===== config.mk =====
export PLATFORM = sky130hd
export DESIGN_NAME = hwd_top
export DESIGN_NICKNAME = d
export VERILOG_FILES = /design/src/hwd_pkg.sv /design/src/hwd_top.sv
export SDC_FILE = /design/constraint.sdc
export NUM_CORES = 1
export LEC_CHECK = 0
export BUFFER_PORTS_ARGS = -buffer_cell sky130_fd_sc_hd__clkbuf_2
export CORE_ASPECT_RATIO = 0.8
export CORE_MARGIN = 2
export CORE_UTILIZATION = 65
export DETAILED_ROUTE_END_ITERATION = 8
export GPL_TIMING_DRIVEN = 0
export HOLD_SLACK_MARGIN = 0.06
export PLACE_DENSITY = 0.86
export RECOVER_POWER = 50
export SLEW_MARGIN = 20
export SYNTH_ARGS = -nofsm -noshare
export SYNTH_HDL_FRONTEND = slang
export SYNTH_SLANG_ARGS = --single-unit

===== constraint.sdc =====
create_clock -name pclk -period 20.8 [get_ports pclk]
set_clock_uncertainty 0.05 [all_clocks]
set_input_delay 1.04 -clock pclk [delete_from_list [all_inputs] [get_ports pclk]]
set_output_delay 1.04 -clock pclk [all_outputs]
set_load 0.1 [all_outputs]

===== src/hwd_pkg.sv =====
package hwd_pkg;

  // Register byte offsets
  localparam logic [7:0] CFG1_OFF = 8'h00;
  localparam logic [7:0] CFG2_OFF = 8'h04;
  localparam logic [7:0] KEY_OFF = 8'h08;
  localparam logic [7:0] STATUS_OFF = 8'h0c;
  localparam logic [7:0] GEN_OFF = 8'h10;
  localparam logic [7:0] CMD_OFF = 8'h14;
  localparam logic [7:0] CNT_OFF = 8'h18;

  // Field positions
  localparam int DIV_LSB = 0;
  localparam int OPN_LSB = 8;
  localparam int CLO_LSB = 12;
  localparam int EXT_LSB = 16;
  localparam int DBNC_LSB = 0;
  localparam int EN_BIT = 4;
  localparam int SWW_BIT = 5;
  localparam int ALRTEN_BIT = 6;
  localparam int NO_MONITOR_SELECT_BIT = 7;
  localparam int SOFTWARE_FULL_RESET_BIT = 0;
  localparam int SLEEP_BIT = 1;
  localparam int VER_BIT = 2;
  localparam int WAKE_BIT = 3;

  // Reset values
  localparam logic [31:0] CFG1_RST = 32'h0000_0000;
  localparam logic [7:0] CFG2_RST = 8'h40;
  // Nonzero so the key sequence cannot lock at zero
  localparam logic [7:0] KEY_RST = 8'h5a;

  // Timing
  localparam int CLK_MHZ = 200;
  localparam int TICK_BASE_US = 256;
  localparam int TICK_BASE_CYC = TICK_BASE_US * CLK_MHZ;
  localparam int WIN_MULT = 8;
  localparam int RECOVERY_DELAY_US = 1000;
  localparam int RECOVERY_DELAY_CYC = RECOVERY_DELAY_US * CLK_MHZ;
  localparam int VERIFY_CYC = 64;

  typedef enum {MODE_CMD, MODE_SLEEP, MODE_SAFE} hwd_mode_t;
  typedef enum {WD_OFF, WD_EXT, WD_CLOSED, WD_OPEN} hwd_win_t;

  typedef struct packed {
    logic [2:0] initial_extension;
    logic [3:0] second_window_count;
    logic [3:0] first_window_count;
    logic [4:0] tick_divider;
  } hwd_cfg1_t;

  typedef struct packed {
    logic timeout_limit_error;
    logic expiry_error;
    logic early_key_error;
    logic bad_key_error;
  } hwd_status_t;

endpackage


===== src/hwd_top.sv =====
// The APB register port and the register offsets were decided locally.
`timescale 1ns/100ps
// Contract
// - Each timeout increments violation counter, compared with a 1..120 threshold field.
// - Counter equal to threshold sets timeout-limit error and enters safe monitoring.
// - Sleep mode disables watchdog; no safe monitoring entry from it.
// - Enable clear or software reset keeps watchdog inactive, no safe entry.
// - Software reset in safe monitoring returns to commanded mode, registers defaulted.
// - Tick period is (divider plus one) times 256 us.
// - Closed window is tick times (first field plus one) times 8.
// - Open window ends after closed plus tick times (second field plus one) times 8.
// - First enable starts an extended window, extra length window end times (ext+1).
// - Valid refresh ends open window, starts closed window, updates key register in challenge mode.
// - Valid key in safe monitoring returns to commanded mode with extended window.
// - Violation counter clears on any valid refresh.
// - Challenge mode wrong key sets bad-key error.
// - Challenge mode key write in closed window sets early-key error.
// - Bad-key and early-key errors clear only when enable is written zero or on software reset.
// - Timeout safe entry starts watchdog/GPIO diagnostic; valid key write ends it.
// - Diagnostic unfinished at recovery delay continues per no-monitor select.
// - Verify trigger runs datapath check only in commanded mode; failure flags error.
// - Missing a valid key in the open window is a timeout.
// - Each timeout sets expiry error, cleared when enable written zero.
// - Simple window mode accepts any key value as valid refresh.
// - With alerts enabled, any watchdog error sets alert flag and pin until cleared.
module hwd_top #(
  parameter int TICK_BASE = hwd_pkg::TICK_BASE_CYC,
  parameter int RECOVERY_CYC = hwd_pkg::RECOVERY_DELAY_CYC
) (
  input wire logic pclk,
  input wire logic presetn,
  input wire logic psel,
  input wire logic penable,
  input wire logic pwrite,
  input wire logic [7:0] paddr,
  input wire logic [31:0] pwdata,
  output logic [31:0] prdata,
  output logic pready,
  output logic pslverr,
  input wire logic datapath_fault,
  output logic alert_n,
  output logic safe_monitoring_mode,
  output logic diag_active,
  output logic monitor_continue,
  output logic datapath_error
);
  import hwd_pkg::*;

  hwd_mode_t mode_reg;
  hwd_win_t win_reg;
  hwd_cfg1_t cfg1_reg;
  hwd_status_t st_reg;
  logic [7:0] cfg2_reg;
  logic [7:0] key_reg;
  logic [7:0] violation_counter_reg;
  logic [31:0] pre_reg;
  logic [15:0] tick_cnt_reg;
  logic [17:0] recov_cnt_reg;
  logic [6:0] ver_cnt_reg;
  logic watchdog_alert_flag_reg;
  logic ver_busy_reg;
  hwd_mode_t mode_next;
  hwd_cfg1_t cfg1_wdata;
  localparam hwd_cfg1_t CFG1_RST_F = {CFG1_RST[EXT_LSB +: 3], CFG1_RST[CLO_LSB +: 4], CFG1_RST[OPN_LSB +: 4],
    CFG1_RST[DIV_LSB +: 5]};

  // Bus decode
  wire access = psel && penable;
  wire wr = access && pwrite;
  wire rd_hit = paddr == CFG1_OFF || paddr == CFG2_OFF || paddr == KEY_OFF || paddr == STATUS_OFF
    || paddr == GEN_OFF || paddr == CMD_OFF || paddr == CNT_OFF;
  wire wr_cfg1 = wr && paddr == CFG1_OFF;
  wire wr_cfg2 = wr && paddr == CFG2_OFF;
  wire wr_key = wr && paddr == KEY_OFF;
  wire wr_gen = wr && paddr == GEN_OFF;
  wire wr_cmd = wr && paddr == CMD_OFF;
  wire software_full_reset = wr_cmd && pwdata[SOFTWARE_FULL_RESET_BIT];
  wire sleep_req = wr_cmd && pwdata[SLEEP_BIT];
  wire wake_req = wr_cmd && pwdata[WAKE_BIT];
  wire ver_req = wr_cmd && pwdata[VER_BIT];
  assign cfg1_wdata = {pwdata[EXT_LSB +: 3], pwdata[CLO_LSB +: 4], pwdata[OPN_LSB +: 4], pwdata[DIV_LSB +: 5]};

  wire watchdog_enable_bit = cfg2_reg[EN_BIT];
  wire simple = cfg2_reg[SWW_BIT];
  wire [3:0] thr_field = cfg2_reg[DBNC_LSB +: 4];
  // Threshold is field times 8, with field zero meaning 1
  wire [7:0] threshold = (thr_field == 4'h0) ? 8'h01 : {1'b0, thr_field, 3'b000};
  wire wd_active = watchdog_enable_bit && mode_reg != MODE_SLEEP;

  // Window lengths in ticks
  wire [15:0] closed_ticks = 16'({4'h0, cfg1_reg.first_window_count} + 8'h01) * 16'(WIN_MULT);
  wire [15:0] open_ticks = 16'({4'h0, cfg1_reg.second_window_count} + 8'h01) * 16'(WIN_MULT);
  wire [15:0] end_ticks = closed_ticks + open_ticks;
  wire [15:0] ext_ticks = end_ticks + end_ticks * 16'({1'b0, cfg1_reg.initial_extension} + 4'h1);
  wire [31:0] tick_len = 32'({27'h0, cfg1_reg.tick_divider} + 32'h1) * 32'(TICK_BASE);
  wire tick = wd_active && pre_reg + 32'h1 >= tick_len;

  // Challenge key check: expected response is the next LFSR step of the key
  wire [7:0] expect_key = {key_reg[6:0], key_reg[7] ^ key_reg[5] ^ key_reg[4] ^ key_reg[3]};
  wire in_closed = win_reg == WD_CLOSED;
  wire key_match = pwdata[7:0] == expect_key;
  wire key_ok = simple || key_match;
  wire refresh = wd_active && wr_key && !(in_closed && !simple) && key_ok;
  wire bad_key = wd_active && wr_key && !simple && !key_match;
  wire early_key = wd_active && wr_key && !simple && in_closed;

  wire win_len_hit = tick && tick_cnt_reg + 16'h1 >= (win_reg == WD_EXT ? ext_ticks :
    win_reg == WD_CLOSED ? closed_ticks : open_ticks);
  wire timeout = win_len_hit && (win_reg == WD_OPEN || win_reg == WD_EXT) && !refresh;
  wire [7:0] cnt_inc = violation_counter_reg + 8'h1;
  wire limit_hit = timeout && cnt_inc == threshold && mode_reg == MODE_CMD;
  wire recov_done = diag_active && recov_cnt_reg + 18'h1 >= 18'(RECOVERY_CYC);
  wire any_err = |{st_reg, bad_key, early_key, timeout};
  wire alert_set = cfg2_reg[ALRTEN_BIT] && any_err;
  wire alert_clr = wr_gen && pwdata[0];
  wire watchdog_alert_flag_next = !software_full_reset && (alert_set || (watchdog_alert_flag_reg && !alert_clr));

  // Next-state logic
  hwd_win_t win_next;
  always_comb begin
    win_next = win_reg;
    if (!wd_active || software_full_reset) begin
      win_next = WD_OFF;
    end else if (win_reg == WD_OFF || (refresh && mode_reg == MODE_SAFE)) begin
      win_next = WD_EXT;
    end else if (refresh) begin
      win_next = WD_CLOSED;
    end else if (win_len_hit) begin
      win_next = (win_reg == WD_CLOSED) ? WD_OPEN : WD_CLOSED;
    end
  end

  always_comb begin
    mode_next = mode_reg;
    if (software_full_reset) begin
      mode_next = MODE_CMD;
    end else if (limit_hit) begin
      mode_next = MODE_SAFE;
    end else if (mode_reg == MODE_SAFE && refresh) begin
      mode_next = MODE_CMD;
    end else if (mode_reg == MODE_CMD && sleep_req) begin
      mode_next = MODE_SLEEP;
    end else if (mode_reg == MODE_SLEEP && wake_req) begin
      mode_next = MODE_CMD;
    end
  end

  always_ff @(posedge pclk or negedge presetn) begin
    if (!presetn) begin
      cfg1_reg <= CFG1_RST_F;
      cfg2_reg <= CFG2_RST;
      key_reg <= KEY_RST;
      mode_reg <= MODE_CMD;
      win_reg <= WD_OFF;
      st_reg <= '0;
      violation_counter_reg <= 8'h00;
      pre_reg <= 32'h0;
      tick_cnt_reg <= 16'h0;
      watchdog_alert_flag_reg <= 1'b0;
    end else if (software_full_reset) begin
      cfg1_reg <= CFG1_RST_F;
      cfg2_reg <= CFG2_RST;
      key_reg <= KEY_RST;
      mode_reg <= MODE_CMD;
      win_reg <= WD_OFF;
      st_reg <= '0;
      violation_counter_reg <= 8'h00;
      pre_reg <= 32'h0;
      tick_cnt_reg <= 16'h0;
      watchdog_alert_flag_reg <= 1'b0;
    end else begin
      if (wr_cfg1) begin
        cfg1_reg <= cfg1_wdata;
      end
      if (wr_cfg2) begin
        cfg2_reg <= pwdata[7:0];
      end
      win_reg <= win_next;
      pre_reg <= (tick || !wd_active || refresh) ? 32'h0 : pre_reg + 32'h1;
      tick_cnt_reg <= (win_next != win_reg || refresh || !wd_active) ? 16'h0 :
        (tick ? tick_cnt_reg + 16'h1 : tick_cnt_reg);
      if (refresh) begin
        key_reg <= simple ? key_reg : pwdata[7:0];
      end
      if (refresh) begin
        violation_counter_reg <= 8'h00;
      end else if (timeout) begin
        violation_counter_reg <= cnt_inc;
      end
      if (wr_cfg2 && !pwdata[EN_BIT]) begin
        st_reg <= '0;
      end else begin
        if (bad_key) st_reg.bad_key_error <= 1'b1;
        if (early_key) st_reg.early_key_error <= 1'b1;
        if (timeout) st_reg.expiry_error <= 1'b1;
        if (limit_hit) st_reg.timeout_limit_error <= 1'b1;
      end
      watchdog_alert_flag_reg <= watchdog_alert_flag_next;
      mode_reg <= mode_next;
    end
  end

  // Watchdog/GPIO diagnostic and recovery delay
  always_ff @(posedge pclk or negedge presetn) begin
    if (!presetn) begin
      diag_active <= 1'b0;
      recov_cnt_reg <= 18'h0;
      monitor_continue <= 1'b0;
    end else if (software_full_reset || (diag_active && wd_active && wr_key && key_ok)) begin
      diag_active <= 1'b0;
      recov_cnt_reg <= 18'h0;
      monitor_continue <= 1'b0;
    end else if (limit_hit) begin
      diag_active <= 1'b1;
      recov_cnt_reg <= 18'h0;
    end else if (recov_done) begin
      diag_active <= 1'b0;
      monitor_continue <= !cfg2_reg[NO_MONITOR_SELECT_BIT];
    end else if (diag_active) begin
      recov_cnt_reg <= recov_cnt_reg + 18'h1;
    end
  end

  // Datapath check
  always_ff @(posedge pclk or negedge presetn) begin
    if (!presetn) begin
      ver_busy_reg <= 1'b0;
      ver_cnt_reg <= 7'h0;
      datapath_error <= 1'b0;
    end else if (software_full_reset) begin
      ver_busy_reg <= 1'b0;
      ver_cnt_reg <= 7'h0;
      datapath_error <= 1'b0;
    end else if (ver_req && !ver_busy_reg && mode_reg == MODE_CMD) begin
      ver_busy_reg <= 1'b1;
      ver_cnt_reg <= 7'h0;
    end else if (ver_busy_reg) begin
      if (datapath_fault) datapath_error <= 1'b1;
      ver_cnt_reg <= ver_cnt_reg + 7'h1;
      if (ver_cnt_reg == 7'(VERIFY_CYC - 1)) ver_busy_reg <= 1'b0;
    end else if (wr_gen && pwdata[1]) begin
      datapath_error <= 1'b0;
    end
  end

  // Read mux and registered outputs
  logic [31:0] rd_mux;
  always_comb begin
    case (paddr)
      CFG1_OFF: rd_mux = {13'h0, cfg1_reg.initial_extension, cfg1_reg.second_window_count,
        cfg1_reg.first_window_count, 3'h0, cfg1_reg.tick_divider};
      CFG2_OFF: rd_mux = {24'h0, cfg2_reg};
      KEY_OFF: rd_mux = {24'h0, key_reg};
      STATUS_OFF: rd_mux = {28'h0, st_reg};
      GEN_OFF: rd_mux = {27'h0, ver_busy_reg, diag_active, mode_reg == MODE_SAFE, datapath_error,
        watchdog_alert_flag_reg};
      CNT_OFF: rd_mux = {24'h0, violation_counter_reg};
      default: rd_mux = 32'h0;
    endcase
  end

  always_ff @(posedge pclk or negedge presetn) begin
    if (!presetn) begin
      prdata <= 32'h0;
      pready <= 1'b0;
      pslverr <= 1'b0;
      alert_n <= 1'b1;
      safe_monitoring_mode <= 1'b0;
    end else begin
      pready <= psel && !penable;
      pslverr <= psel && !penable && !rd_hit;
      prdata <= (psel && !penable && !pwrite) ? rd_mux : 32'h0;
      alert_n <= !watchdog_alert_flag_next;
      safe_monitoring_mode <= mode_next == MODE_SAFE;
    end
  end

endmodule // hwd_top


==> impl_results.md <==
* Met2 Usage GRT at 48.75%
* Grt total ovfl at 0
* CP Data Required Time at between 20000 and 25000 ps
* Total power density per cell area at between 80 and 90 nW/um2
* Die area at roughly 20000 um2
* Grt met3 use at under 10%
* Kind of critical path: flop to flop
* Cell variety after synth at 80
* Slew @ Worst Pin at a little over 4000 ps
* Area of the multi-input gates at a little under 7000 um2
* Slew headroom at -168.2%
* Avg Inst Size Synth at 9.598 um2
* Clock slew at reported path FFs at 60 ps
* Drt first pass iters at 6
* Vias post-DR at 10270
* Final hold violations at 0
* Share of cells above drive strength 1 at a little under a tenth
* Wire per inst at around 18 um
* Vias in the first global route at 10050
* CTS tree: built
* Final setup TNS at 0 ps
* First-pass GRT wire length at between 40 and 50 mm
* PostCTS Resize Cnt at 0
* Adder-Cell Fraction of Synth Area at a little over a tenth
* CTS Hold Bufs at 0
* Slew Viols, Final at roughly 210
* Gpl congestion at ~0.96
* Busiest grt layer: met2
* #FFs+latches synth at 209
* P_leak at between 0.006 and 0.007 uW
* Sequential area share after synthesis at a little over two fifths
* Reg area at between 5000 and 6000 um2
* Sink Count at 209
* Routed Wire Length at about 30 mm
* Most Frequent Cell on Critical Path: fa_1
* Area share of the largest cell type after synthesis at approximately 41%
* Post-Synth XOR/XNOR Area at 7.416%
* Via density at just over 6
* Simple-gate share of the synthesized area at between 20 and 25%
* Main combinational cell family by area after synthesis: simple AND/OR/NAND/NOR gates
* H-tree depth at 1
* R2R Path Start: cfg1_reg[5]
* Longest Clk Path Bufs at 3
* Core Box Area at 18860 um2
* Initial Utilization at roughly two thirds
* Hold Crit Start: ver_cnt_reg[6]
* Cells after Synth at 1299
* Post-synth EDFFs at 0
* Die Width at between 150 and 200 um
* Die H at approximately 130 um
* Filler cell count at 1344
* Worst-skew pair later-pin latency at ~530 ps
* Fmax at ~120 MHz
* Main synth FF type: dfrtp_1
* Violated checks: max-capacitance violations, max-slew violations
* Setup crit end kind: flop
* Synth Area in Compound Gates at 11.11%
* Arrival @ worst endpoint at about 8400 ps
* CTS buffer count at 22
* Crit start category: flop
* CP peak stage delay at between 500 and 600 ps
* Tot GR Track Use at 30.03%
* Top-level I/O count at 85
* Mux cell area share after synthesis at under 10%
* Final setup fails at 0
* Root Driver: clkbuf_16
* FP Rows at between 40 and 50
* Yosys warns at 0
* Hold_ws at ~440 ps
* Largest net degree at the start of global routing at 80
* Crit path from: cfg1_reg[5]
* Routed Antenna Nets at 0
* Area leader, netlist: dfrtp_1
* Detailed placement HPWL at roughly 22 mm
* Max-cap violations at 3
* Post-CTS Setup Inserts at 0
* Final core utilization at 73.82%
* Commonest non-fill, non-tap cell in the layout: dfrtp_1
* Max Fanout on Critical Path at 10
* Final WS setup at between 10000 and 15000 ps
* First DRT Iteration DRCs at around 960
* Area delta synth->final at 11.68%
* Final min period at just over 8000 ps
* Worst VDD drop at about 0.082 mV
* Final net count at about 1500
* Most frequent cells in the layout: dfrtp_1, nor2_1, nand2_1
* Status: finished with violations
* Hold WC Path Type: flop to flop
* Worst slack at placement at between 10000 and 15000 ps
* DR DRC count at 0
* Overall Power at ~1200 uW
* RSZ-0062 raised after global routing: no
* Period utilization at about two fifths
* Antenna cells at 0
* Top post-synthesis cells by area: dfrtp_1, ha_1, xnor2_1, xor2_1, nor2_1
* Post-synthesis async set-or-reset flop share at 100.0%
* Slowest stage cell on the critical path: fa_1
* # port buffers at 57
* Initial antenna violation count at 0
* GRT met1 Usage at between 40% and 50%
* Cell Area, Synth at approximately 12000 um2
[area by class of cell]
type,count,area share [%]
flip-flops and latches,209,37.61
inverters,51,1.375
well taps,258,2.318
repair buffers,59,2.031
clock inverters,8,0.8986
clock buffers,30,4.529
plain buffers,66,2.300
multi-input cells,995,48.94
[through the flow]
step	cell area (um2)	instances
5_1_grt	13920	1676
6_report	13920	1676
2_1_floorplan	12550	1321
3_3_place_gp	13160	1636
3_5_place_dp	13220	1638
4_1_cts	13980	1676
[critical path: cells and delay by family, from the launching register on]
family / cells / cell delay, ps
AOI/OAI and AO/OA: 9 / 1960
xor gates and xnor gates: 2 / 600
buffers and inverters: 3 / 570
and+or+nand+nor: 8 / 1320
adders and majority gates: 7 / 3040
DFF: 1 / 450
[synth_stat cells (all sizes together) (9+ instances only)]
cell type,n
o21ai,50
nand3,59
buf,25
xnor2,52
ha,81
xor2,51
nand2,98
nor3,27
nand2b,15
and3,55
nor2b,21
and2,51
clkbuf,41
nand4,31
a21o,12
a32o,12
a21oi,63
dfrtp,203
fa,15
inv,51
nor4,32
a31oi,9
nor2,115
mux2i,13
[metal layers]
layer | vias to the layer above | wire [um]
li1 | 4770 | -
met1 | 4963 | 12980
met2 | 463 | 13390
met3 | 76 | 2449
met4 | 0 | 718
met5 | - | 0
[path summary, 6_finish.rpt]
check                                            to  slack (ps)  cells past startpoint
min                                  ver_cnt_reg[6]         440                      1
min in group asynchronous                pre_reg[8]        1390                      1
max in group asynchronous  violation_counter_reg[0]       14400                      2
min reg2reg                          ver_cnt_reg[6]         440                      1
max                            safe_monitoring_mode       12730                     29
max reg2reg                    safe_monitoring_mode       12730                     29
[power by group]
group          internal (uW)  switching (uW)  total [uW]  leakage, uW
Sequential               437            34.3         471      0.00279
Combinational           90.4             183         274      0.00364
Clock                    239             167         406     0.000367
[cells by family after synthesis]
| kind of cell | Yosys count |
|---|---|
| adders and majority gates | 96 |
| and+or+nand+nor | 543 |
| buffers and inverters | 117 |
| other | 1 |
| AOI/OAI and AO/OA | 208 |
| muxes | 21 |
| DFF | 209 |
| xor gates and xnor gates | 104 |
Power figures use the tool's default switching activity.
